==> config.mk <==
export PLATFORM = sky130hd
export DESIGN_NAME = ppc_top
export DESIGN_NICKNAME = d
export VERILOG_FILES = /design/src/include/ppc_pkg.sv /design/src/hw/ppc_pin_mode.sv /design/src/hw/ppc_edge_detect.sv /design/src/hw/ppc_top.sv
export SDC_FILE = /design/constraint.sdc
export NUM_CORES = 1
export LEC_CHECK = 0
export CAP_MARGIN = 20
export CORE_ASPECT_RATIO = 1.2
export CORE_MARGIN = 5
export CORE_UTILIZATION = 60
export DETAILED_ROUTE_END_ITERATION = 10
export DONT_BUFFER_PORTS = 1
export PLACE_DENSITY = 0.76
export SYNTH_ARGS = -nofsm -noshare
export SYNTH_HDL_FRONTEND = slang
export SYNTH_SLANG_ARGS = --single-unit
==> constraint.sdc <==
create_clock -name CLK_I -period 2.5 [get_ports CLK_I]
set_input_delay 0.5 -clock CLK_I [delete_from_list [all_inputs] [get_ports CLK_I]]
set_output_delay 0.5 -clock CLK_I [all_outputs]
set_load 0.03 [all_outputs]
==> src/include/ppc_pkg.sv <==
/*
 package for the port pin configuration block: register offsets, reset values,
 mode encodings and field layout. assumes a 32-bit apb slave, one word per register.
*/
package ppc_pkg;
    // ----------------------------------------
    // register word indices
    // ----------------------------------------
    // printed offsets 0xf6 and 0xfb are not multiples of four: they are indices
    localparam logic [7:0] PPC_IDX_PULLUP = 8'hF6;
    localparam logic [7:0] PPC_IDX_P5H = 8'hFB;
    localparam logic [7:0] PPC_IDX_EDGE = 8'hF8;
    localparam logic [7:0] PPC_IDX_P4H = 8'hF9;
    localparam logic [7:0] PPC_IDX_P4L = 8'hFA;
    localparam logic [7:0] PPC_IDX_IRQ_EN = 8'hF7;
    localparam logic [7:0] PPC_IDX_IRQ_STAT = 8'hFC;
    localparam logic [7:0] PPC_IDX_IRQ_MASK = 8'hFD;
    localparam logic [7:0] PPC_IDX_PIN_IN = 8'hFE;
    localparam int PPC_ADDR_W = 10;

    // ----------------------------------------
    // reset values and widths
    // ----------------------------------------
    localparam logic [7:0] PPC_RST_BYTE = 8'h00;
    localparam logic [1:0] PPC_RST_PAIR = 2'h0;
    localparam int PPC_MODE_W = 2;
    localparam int PPC_NIBBLE = 4;
    localparam int PPC_MODE_PINS = 12;
    localparam int PPC_EXT_PINS = 2;

    // ----------------------------------------
    // pin modes
    // ----------------------------------------
    typedef enum logic [1:0] {
        PPC_MODE_INPUT = 2'b00,
        PPC_MODE_PUSH_PULL = 2'b01,
        PPC_MODE_OPEN_DRAIN = 2'b10,
        PPC_MODE_INPUT_PULLUP = 2'b11
    } ppc_mode_t;
endpackage

==> src/hw/ppc_pin_mode.sv <==
/*
 one general port pin: decodes its 2-bit mode into drive, enable and pull-up.
 assumes the pin pad resolves the wire from out, enable and pull-up.
*/
`timescale 1ns/1ps
module ppc_pin_mode
    import ppc_pkg::*;
(
    // mode and data
    input wire logic [1:0] mode_i,
    input wire logic data_i,
    // pad controls
    output logic pad_out_o,
    output logic pad_oe_n_o,
    output logic pad_pullup_o
);
    always_comb begin
        pad_out_o = data_i;
        pad_oe_n_o = 1'b1;
        pad_pullup_o = 1'b0;
        case (mode_i)
            PPC_MODE_INPUT: begin
                pad_oe_n_o = 1'b1;
            end
            PPC_MODE_INPUT_PULLUP: begin
                pad_pullup_o = 1'b1;
            end
            PPC_MODE_PUSH_PULL: begin
                pad_oe_n_o = 1'b0;
            end
            PPC_MODE_OPEN_DRAIN: begin
                // drives only a low, releases the wire for a high
                pad_out_o = 1'b0;
                pad_oe_n_o = data_i;
            end
            default: begin
                pad_oe_n_o = 1'b1;
            end
        endcase
    end
endmodule

==> src/hw/ppc_edge_detect.sv <==
/*
 synchroniser and selectable edge detector for one external interrupt pin.
 assumes the pin is asynchronous to CLK_I.
*/
`timescale 1ns/1ps
module ppc_edge_detect (
    // clock and reset
    input wire logic clk_i,
    input wire logic reset_i,
    // pin and control
    input wire logic pin_i,
    input wire logic rising_i,
    output logic edge_o
);
    logic sync_a;
    logic sync_b;
    logic last;
    logic next_edge;

    always_comb begin
        if (rising_i) begin
            next_edge = sync_b & ~last;
        end else begin
            next_edge = ~sync_b & last;
        end
    end

    // first stage read only by the second: keeps metastability out of the compare
    always_ff @(posedge clk_i) begin
        if (reset_i) begin
            sync_a <= 1'b0;
            sync_b <= 1'b0;
            last <= 1'b0;
            edge_o <= 1'b0;
        end else begin
            sync_a <= pin_i;
            sync_b <= sync_a;
            last <= sync_b;
            edge_o <= next_edge;
        end
    end
endmodule

==> src/hw/ppc_top.sv <==
/*
 port pin configuration block: port-3 pull-ups and interrupt edge selection,
 2-bit mode fields for port 4 and upper port 5, edge interrupts with sticky status.
 assumes an apb master on CLK_I and pads that resolve out/enable/pull-up.
*/
// Decided for this implementation: the APB slave port.
// Notes on behaviour
// - pull-up register bit 0 enables pin zero pull-up
// - pull-up register bit 1 enables pin one pull-up
// - edge bit 0: 0 falling, 1 rising
// - edge bit 1 same for pin one
// - mode 00 input, 11 input with pull-up
// - mode 01 push-pull, 10 open-drain low only
// - port-4 registers hold four 2-bit fields each
`timescale 1ns/1ps
module ppc_top
    import ppc_pkg::*;
(
    // clock and reset
    input wire logic CLK_I,
    input wire logic RESET_I,
    // apb slave
    input wire logic PSEL_I,
    input wire logic PENABLE_I,
    input wire logic PWRITE_I,
    input wire logic [PPC_ADDR_W-1:0] PADDR_I,
    input wire logic [31:0] PWDATA_I,
    input wire logic [3:0] PSTRB_I,
    output logic [31:0] PRDATA_O,
    output logic PREADY_O,
    output logic PSLVERR_O,
    // port-3 external interrupt pins
    input wire logic [PPC_EXT_PINS-1:0] PORT3_PIN_I,
    output logic [PPC_EXT_PINS-1:0] PORT3_PULLUP_O,
    // port 4 pins 7..0 then port 5 pins 7..4 at indices 11..8
    input wire logic [PPC_MODE_PINS-1:0] PORT_DATA_I,
    output logic [PPC_MODE_PINS-1:0] PORT_OUT_O,
    output logic [PPC_MODE_PINS-1:0] PORT_OE_N_O,
    output logic [PPC_MODE_PINS-1:0] PORT_PULLUP_O,
    // interrupt
    output logic IRQ_O
);
    // ----------------------------------------
    // register state
    // ----------------------------------------
    logic [1:0] port3_pullup_enable;
    logic [1:0] port3_edge_select;
    logic [1:0] irq_enable;
    logic [1:0] irq_status;
    logic [1:0] irq_mask;
    logic [7:0] port4_high_mode_control;
    logic [7:0] port4_low_mode_control;
    logic [7:0] port5_high_mode_control;
    logic [1:0] next_pullup;
    logic [1:0] next_edge_sel;
    logic [1:0] next_irq_enable;
    logic [1:0] next_irq_status;
    logic [1:0] next_irq_mask;
    logic [1:0] cleared_status;
    logic [7:0] next_p4h;
    logic [7:0] next_p4l;
    logic [7:0] next_p5h;
    logic [31:0] next_prdata;
    logic next_pready;
    logic next_pslverr;
    logic next_irq;

    // ----------------------------------------
    // bus decode
    // ----------------------------------------
    logic access;
    logic wr;
    logic [7:0] idx;
    logic aligned;
    logic mapped;
    logic [7:0] wbyte;
    logic [1:0] edge_hit;
    logic [2*PPC_MODE_PINS-1:0] mode_vec;
    logic [PPC_MODE_PINS-1:0] pin_sync_a;
    logic [PPC_MODE_PINS-1:0] pin_sync_b;
    logic [1:0] p3_sync_a;
    logic [1:0] p3_sync_b;

    assign access = PSEL_I & PENABLE_I & ~PREADY_O;
    assign idx = PADDR_I[PPC_ADDR_W-1:2];
    assign aligned = (PADDR_I[1:0] == 2'b00);
    assign wr = access & PWRITE_I & PSTRB_I[0] & aligned;
    assign wbyte = PWDATA_I[7:0];
    // pin n of a nibble takes field [2n+1:2n]
    assign mode_vec = {port5_high_mode_control, port4_high_mode_control,
        port4_low_mode_control};

    // anything not listed, or not word aligned, is refused with an error
    always_comb begin
        case (idx)
            PPC_IDX_PULLUP, PPC_IDX_P5H, PPC_IDX_EDGE, PPC_IDX_P4H, PPC_IDX_P4L,
            PPC_IDX_IRQ_EN, PPC_IDX_IRQ_STAT, PPC_IDX_IRQ_MASK, PPC_IDX_PIN_IN: begin
                mapped = aligned;
            end
            default: begin
                mapped = 1'b0;
            end
        endcase
    end

    // ----------------------------------------
    // register next values
    // ----------------------------------------
    always_comb begin
        next_pullup = port3_pullup_enable;
        next_edge_sel = port3_edge_select;
        next_irq_enable = irq_enable;
        next_irq_mask = irq_mask;
        next_p4h = port4_high_mode_control;
        next_p4l = port4_low_mode_control;
        next_p5h = port5_high_mode_control;
        cleared_status = irq_status;
        if (wr && mapped) begin
            case (idx)
                PPC_IDX_PULLUP: begin
                    next_pullup = wbyte[1:0];
                end
                PPC_IDX_EDGE: begin
                    next_edge_sel = wbyte[1:0];
                end
                PPC_IDX_IRQ_EN: begin
                    next_irq_enable = wbyte[1:0];
                end
                PPC_IDX_IRQ_MASK: begin
                    next_irq_mask = wbyte[1:0];
                end
                PPC_IDX_IRQ_STAT: begin
                    cleared_status = irq_status & ~wbyte[1:0];
                end
                PPC_IDX_P4H: begin
                    next_p4h = wbyte;
                end
                PPC_IDX_P4L: begin
                    next_p4l = wbyte;
                end
                PPC_IDX_P5H: begin
                    next_p5h = wbyte;
                end
                default: begin
                    next_p4l = port4_low_mode_control;
                end
            endcase
        end
    end

    // ----------------------------------------
    // interrupt next values
    // ----------------------------------------
    // set wins: an edge in the cycle of a write-one clear keeps its bit, so a
    // clear-then-read sequence in software never loses an event
    always_comb begin
        next_irq_status = cleared_status | (edge_hit & irq_enable);
        // the line follows the next register image, one edge after the cause
        next_irq = |(next_irq_status & next_irq_mask);
    end

    // ----------------------------------------
    // apb answer: one wait state, ready in the second access cycle after setup
    // ----------------------------------------
    // the registered answer costs a wait state but keeps the decode off PRDATA_O
    // writes to the read-only pin image are accepted and ignored
    always_comb begin
        next_pready = access;
        next_pslverr = access & ~mapped;
        next_prdata = 32'h0000_0000;
        if (access && !PWRITE_I && mapped) begin
            case (idx)
                PPC_IDX_PULLUP: next_prdata[1:0] = port3_pullup_enable;
                PPC_IDX_EDGE: next_prdata[1:0] = port3_edge_select;
                PPC_IDX_IRQ_EN: next_prdata[1:0] = irq_enable;
                PPC_IDX_IRQ_STAT: next_prdata[1:0] = irq_status;
                PPC_IDX_IRQ_MASK: next_prdata[1:0] = irq_mask;
                PPC_IDX_P4H: next_prdata[7:0] = port4_high_mode_control;
                PPC_IDX_P4L: next_prdata[7:0] = port4_low_mode_control;
                PPC_IDX_P5H: next_prdata[7:0] = port5_high_mode_control;
                PPC_IDX_PIN_IN: next_prdata[15:0] = {2'b00, p3_sync_b, pin_sync_b};
                default: next_prdata = 32'h0000_0000;
            endcase
        end
    end

    // ----------------------------------------
    // register file
    // ----------------------------------------
    // the port-3 pull-up pads take the next value, so they move with the register
    always_ff @(posedge CLK_I) begin
        if (RESET_I) begin
            port3_pullup_enable <= PPC_RST_PAIR;
            port3_edge_select <= PPC_RST_PAIR;
            irq_enable <= PPC_RST_PAIR;
            irq_mask <= PPC_RST_PAIR;
            port4_high_mode_control <= PPC_RST_BYTE;
            port4_low_mode_control <= PPC_RST_BYTE;
            port5_high_mode_control <= PPC_RST_BYTE;
            PORT3_PULLUP_O <= PPC_RST_PAIR;
        end else begin
            port3_pullup_enable <= next_pullup;
            port3_edge_select <= next_edge_sel;
            irq_enable <= next_irq_enable;
            irq_mask <= next_irq_mask;
            port4_high_mode_control <= next_p4h;
            port4_low_mode_control <= next_p4l;
            port5_high_mode_control <= next_p5h;
            PORT3_PULLUP_O <= next_pullup;
        end
    end

    // ----------------------------------------
    // interrupt state
    // ----------------------------------------
    // IRQ_O comes from the next image so it rises in the same edge as its status bit
    always_ff @(posedge CLK_I) begin
        if (RESET_I) begin
            irq_status <= PPC_RST_PAIR;
            IRQ_O <= 1'b0;
        end else begin
            irq_status <= next_irq_status;
            IRQ_O <= next_irq;
        end
    end

    // ----------------------------------------
    // apb answer registers
    // ----------------------------------------
    always_ff @(posedge CLK_I) begin
        if (RESET_I) begin
            PRDATA_O <= 32'h0000_0000;
            PREADY_O <= 1'b0;
            PSLVERR_O <= 1'b0;
        end else begin
            PRDATA_O <= next_prdata;
            PREADY_O <= next_pready;
            PSLVERR_O <= next_pslverr;
        end
    end

    // ----------------------------------------
    // pin level synchronisers
    // ----------------------------------------
    // read-back only: the first stage feeds nothing but the second, so a
    // metastable sample never reaches the bus
    always_ff @(posedge CLK_I) begin
        if (RESET_I) begin
            pin_sync_a <= '0;
            pin_sync_b <= '0;
            p3_sync_a <= PPC_RST_PAIR;
            p3_sync_b <= PPC_RST_PAIR;
        end else begin
            pin_sync_a <= PORT_DATA_I;
            pin_sync_b <= pin_sync_a;
            p3_sync_a <= PORT3_PIN_I;
            p3_sync_b <= p3_sync_a;
        end
    end

    // ----------------------------------------
    // per-pin logic
    // ----------------------------------------
    genvar g;
    generate
        // each detector carries its own two-stage synchroniser
        for (g = 0; g < PPC_EXT_PINS; g++) begin : g_ext
            ppc_edge_detect u_edge (
                .clk_i(CLK_I),
                .reset_i(RESET_I),
                .pin_i(PORT3_PIN_I[g]),
                .rising_i(port3_edge_select[g]),
                .edge_o(edge_hit[g])
            );
        end
        for (g = 0; g < PPC_MODE_PINS; g++) begin : g_pin
            logic pad_out;
            logic pad_oe_n;
            logic pad_pu;
            // no output data register lives here: push-pull drives a one,
            // open-drain pulls low, and the other modes leave the output at zero
            // pad controls are registered below so the pins never see decode glitches
            ppc_pin_mode u_mode (
                .mode_i(mode_vec[2*g+1:2*g]),
                .data_i(mode_vec[2*g+1:2*g] == PPC_MODE_PUSH_PULL),
                .pad_out_o(pad_out),
                .pad_oe_n_o(pad_oe_n),
                .pad_pullup_o(pad_pu)
            );
            always_ff @(posedge CLK_I) begin
                if (RESET_I) begin
                    PORT_OUT_O[g] <= 1'b0;
                    PORT_OE_N_O[g] <= 1'b1;
                    PORT_PULLUP_O[g] <= 1'b0;
                end else begin
                    PORT_OUT_O[g] <= pad_out;
                    PORT_OE_N_O[g] <= pad_oe_n;
                    PORT_PULLUP_O[g] <= pad_pu;
                end
            end
        end
    endgenerate
endmodule

==> metrics <==
Remaining Overflow, GRT 0; Synth Cell Area around 4700 um2; final instance area about 5300 um2; xor/xnor share of the synthesized area 0; peak supply drop 0.0006017 V; H-tree lvl count 4; flops & latches, synth roughly 120; relative slew slack 0.5946; DP HPWL 5.821 mm; initial core utilization 0.6143; Diodes inserted 0; vias 2,958; number of synthesized flops with an enable pin 0; vias in the first global route approximately 2,800; final worst path period need ~2.2 ns; final net count 558; worst-path maximum fanout 8; Leak Pwr between 2 and 2.5 nW; CP startpoint kind register; syn_area_per_cell around 10 um2; outcome complete, no violations; main flop type after synthesis dfxtp_1; IO Count around 140; CTS Root Buffer Type clkbuf_8; Yosys top cell by area dfxtp_1; clock sinks 119; Synth Area in Adders 0.09514; Port Buffers 0; # DRC 0; area of the multi-input gates about 2100 um2; first-pass GRT wire length between 10 and 15 mm; Hold Buf Count CTS 0; Die Width approximately 90 um; P per Cell Area between 800 and 900 nW/um2; Final Hold Fails 0; path type of the worst setup path register to register; top post-synthesis cells by count dfxtp_1, nor2_1, nor2b_1; # rows 35; Worst-path clk slew around 0.05 ns; Post-DP Area roughly 4700 um2; CTS tree done; Synth Area in Simple Gates 0.2003; Final Core Density 0.6911; Vias/cell between 5 and 6; Pins Over Slew Limit 0; RSZ-0062 raised after global routing false; Post-synth ARST share 0; synth-to-layout area growth 12.50%; Num CTS Buffers 17; Worst Tran Pin Value around 0.6 ns; final WL 8.643 mm; post-synthesis mux area share 0.08562; Worst-Skew Late Latency between 0.5 and 0.6 ns; share of layout cells above drive strength 1 0.1151; initial antenna violation count 0; final setup vio count 0; maximum clock rate ~450 MHz; Filler cells roughly 570; setup TNS 0 ns; final cell count without fillers around 560; WL/cell 15.41 um; Die Y roughly 110 um; Final Skew 0.007362 ns; RePlAce Congestion around 0.84; Synth area leaders dfxtp_1, ha_1, mux2i_1; synthesized-area fraction occupied by ao, oa, aoi and oai cells 0.04493; largest family of logic cells by synthesized area simple AND/OR/NAND/NOR gates; initial DRC count approximately 160; critical path capture point type register; fin crit share 0.8926; storage element area around 2400 um2; die area approximately 9800 um2; ANT nets after route 0; Critical Path RT ~2.9 ns; Seq/Total Area, Yosys 0.5032; total power between 0.004 and 0.005 W; max_cap viols 0; CTS max path bufs 2; DR pass1 iterations 4; most numerous cell in the Yosys netlist dfxtp_1; Worst Path Arrival ~2.6 ns; Mapped Cells 454; total track usage 0.1820; Post-CTS Setup Inserts 0; Hold WC Path Type primary input to register; Netlist cell types 37; dpl cells 530; core footprint between 7000 and 8000 um2; Synth warnings 0; Resize count post-CTS 0; largest net degree at the start of global routing ~110; share of the synthesized area in the top cell type 0.5032
per-layer routing:
| layer | global-route usage | wire, um | vias up |
|---|---|---|---|
| met5 | 0 | 0 | - |
| met4 | 0.07128 | 129 | 0 |
| met3 | 0.08322 | 813 | 15 |
| met2 | 0.2856 | 4139 | 111 |
| met1 | 0.2169 | 3561 | 1367 |
| li1 | - | - | 1465 |
flip-flops by register name, summed over array words and instances (netlist names), 8 cells and up:
| name | count |
|---|---|
| PORT_OE_N_O | 12 |
| PORT_OUT_O | 12 |
| PORT_PULLUP_O | 12 |
| PRDATA_O | 14 |
| pin_sync_a | 12 |
| pin_sync_b | 12 |
| port4_high_mode_control | 8 |
| port4_low_mode_control | 8 |
| port5_high_mode_control | 8 |
cell families after synthesis:
logic type | after synthesis
and+or+nand+nor | 163
adders and majority gates | 36
DFF | 119
buffers and inverters | 66
muxes | 37
AOI/OAI and AO/OA | 32
other | 1
stage by stage:
step	hold slack (ns)	worst slack, ns
after CTS	0.04178	0.2574
after global placement	0.4122	0.3563
after floorplan	0.4057	0.5407
final	0.05814	0.2686
after global routing	0.03341	0.1070
after detailed placement	0.4147	0.2853
power breakdown:
group	switching (W)	internal [W]	total (W)	leakage, nW
registers	0.00000895	0.00192	0.00193	0.965
logic	0.0000551	0.0000245	0.0000797	1.11
clock network	0.000787	0.00166	0.00245	0.299
cell usage in the layout (no fill, tap or decap), drive strengths merged:
master and instances:
and2 8, nor2b 44, nand3b 1, mux4 2, inv 28, or2 12, conb 18, and3 1
ha 36, dfxtp 119, nor4b 2, nand2 15, mux2i 33, o32ai 1, mux2 2, nor3 3
nand4 8, bufinv 4, o21ai 9, and4 3, clkinv 5, a31oi 1, nand3 1, nor4 1
buf 5, a22o 6, nor3b 14, a21oi 5, nor2 50, a22oi 10, clkbuf 22
worst max-delay path, cell delays in order (launching register included):
cell	delay (ns)
dfxtp_1	0.40
nand3b_1	0.34
nor2_1	0.55
nand4_2	0.46
mux2i_1	0.30
nor2_1	0.07
worst paths after layout:
check                      from                   endpoint  slack (ns)  cells after the start
hold / removal          RESET_I              pin_sync_a[7]        0.06                      1
setup / recovery       PREADY_O  port4_low_mode_control[0]        0.27                      5
setup reg to reg       PREADY_O  port4_low_mode_control[0]        0.27                      5
hold reg to reg   pin_sync_b[9]                PRDATA_O[9]        0.43                      1
final cells by class:
cell class / instances / share of cell area
Clock buffer: 22 / 0.08504
Clock inverter: 9 / 0.02795
Inverter: 28 / 0.01973
Multi-Input combinational cell: 286 / 0.3914
Sequential cell: 119 / 0.4473
Tap cell: 92 / 0.02161
Timing Repair Buffer: 5 / 0.007047
(Power assumes the default switching activity.)
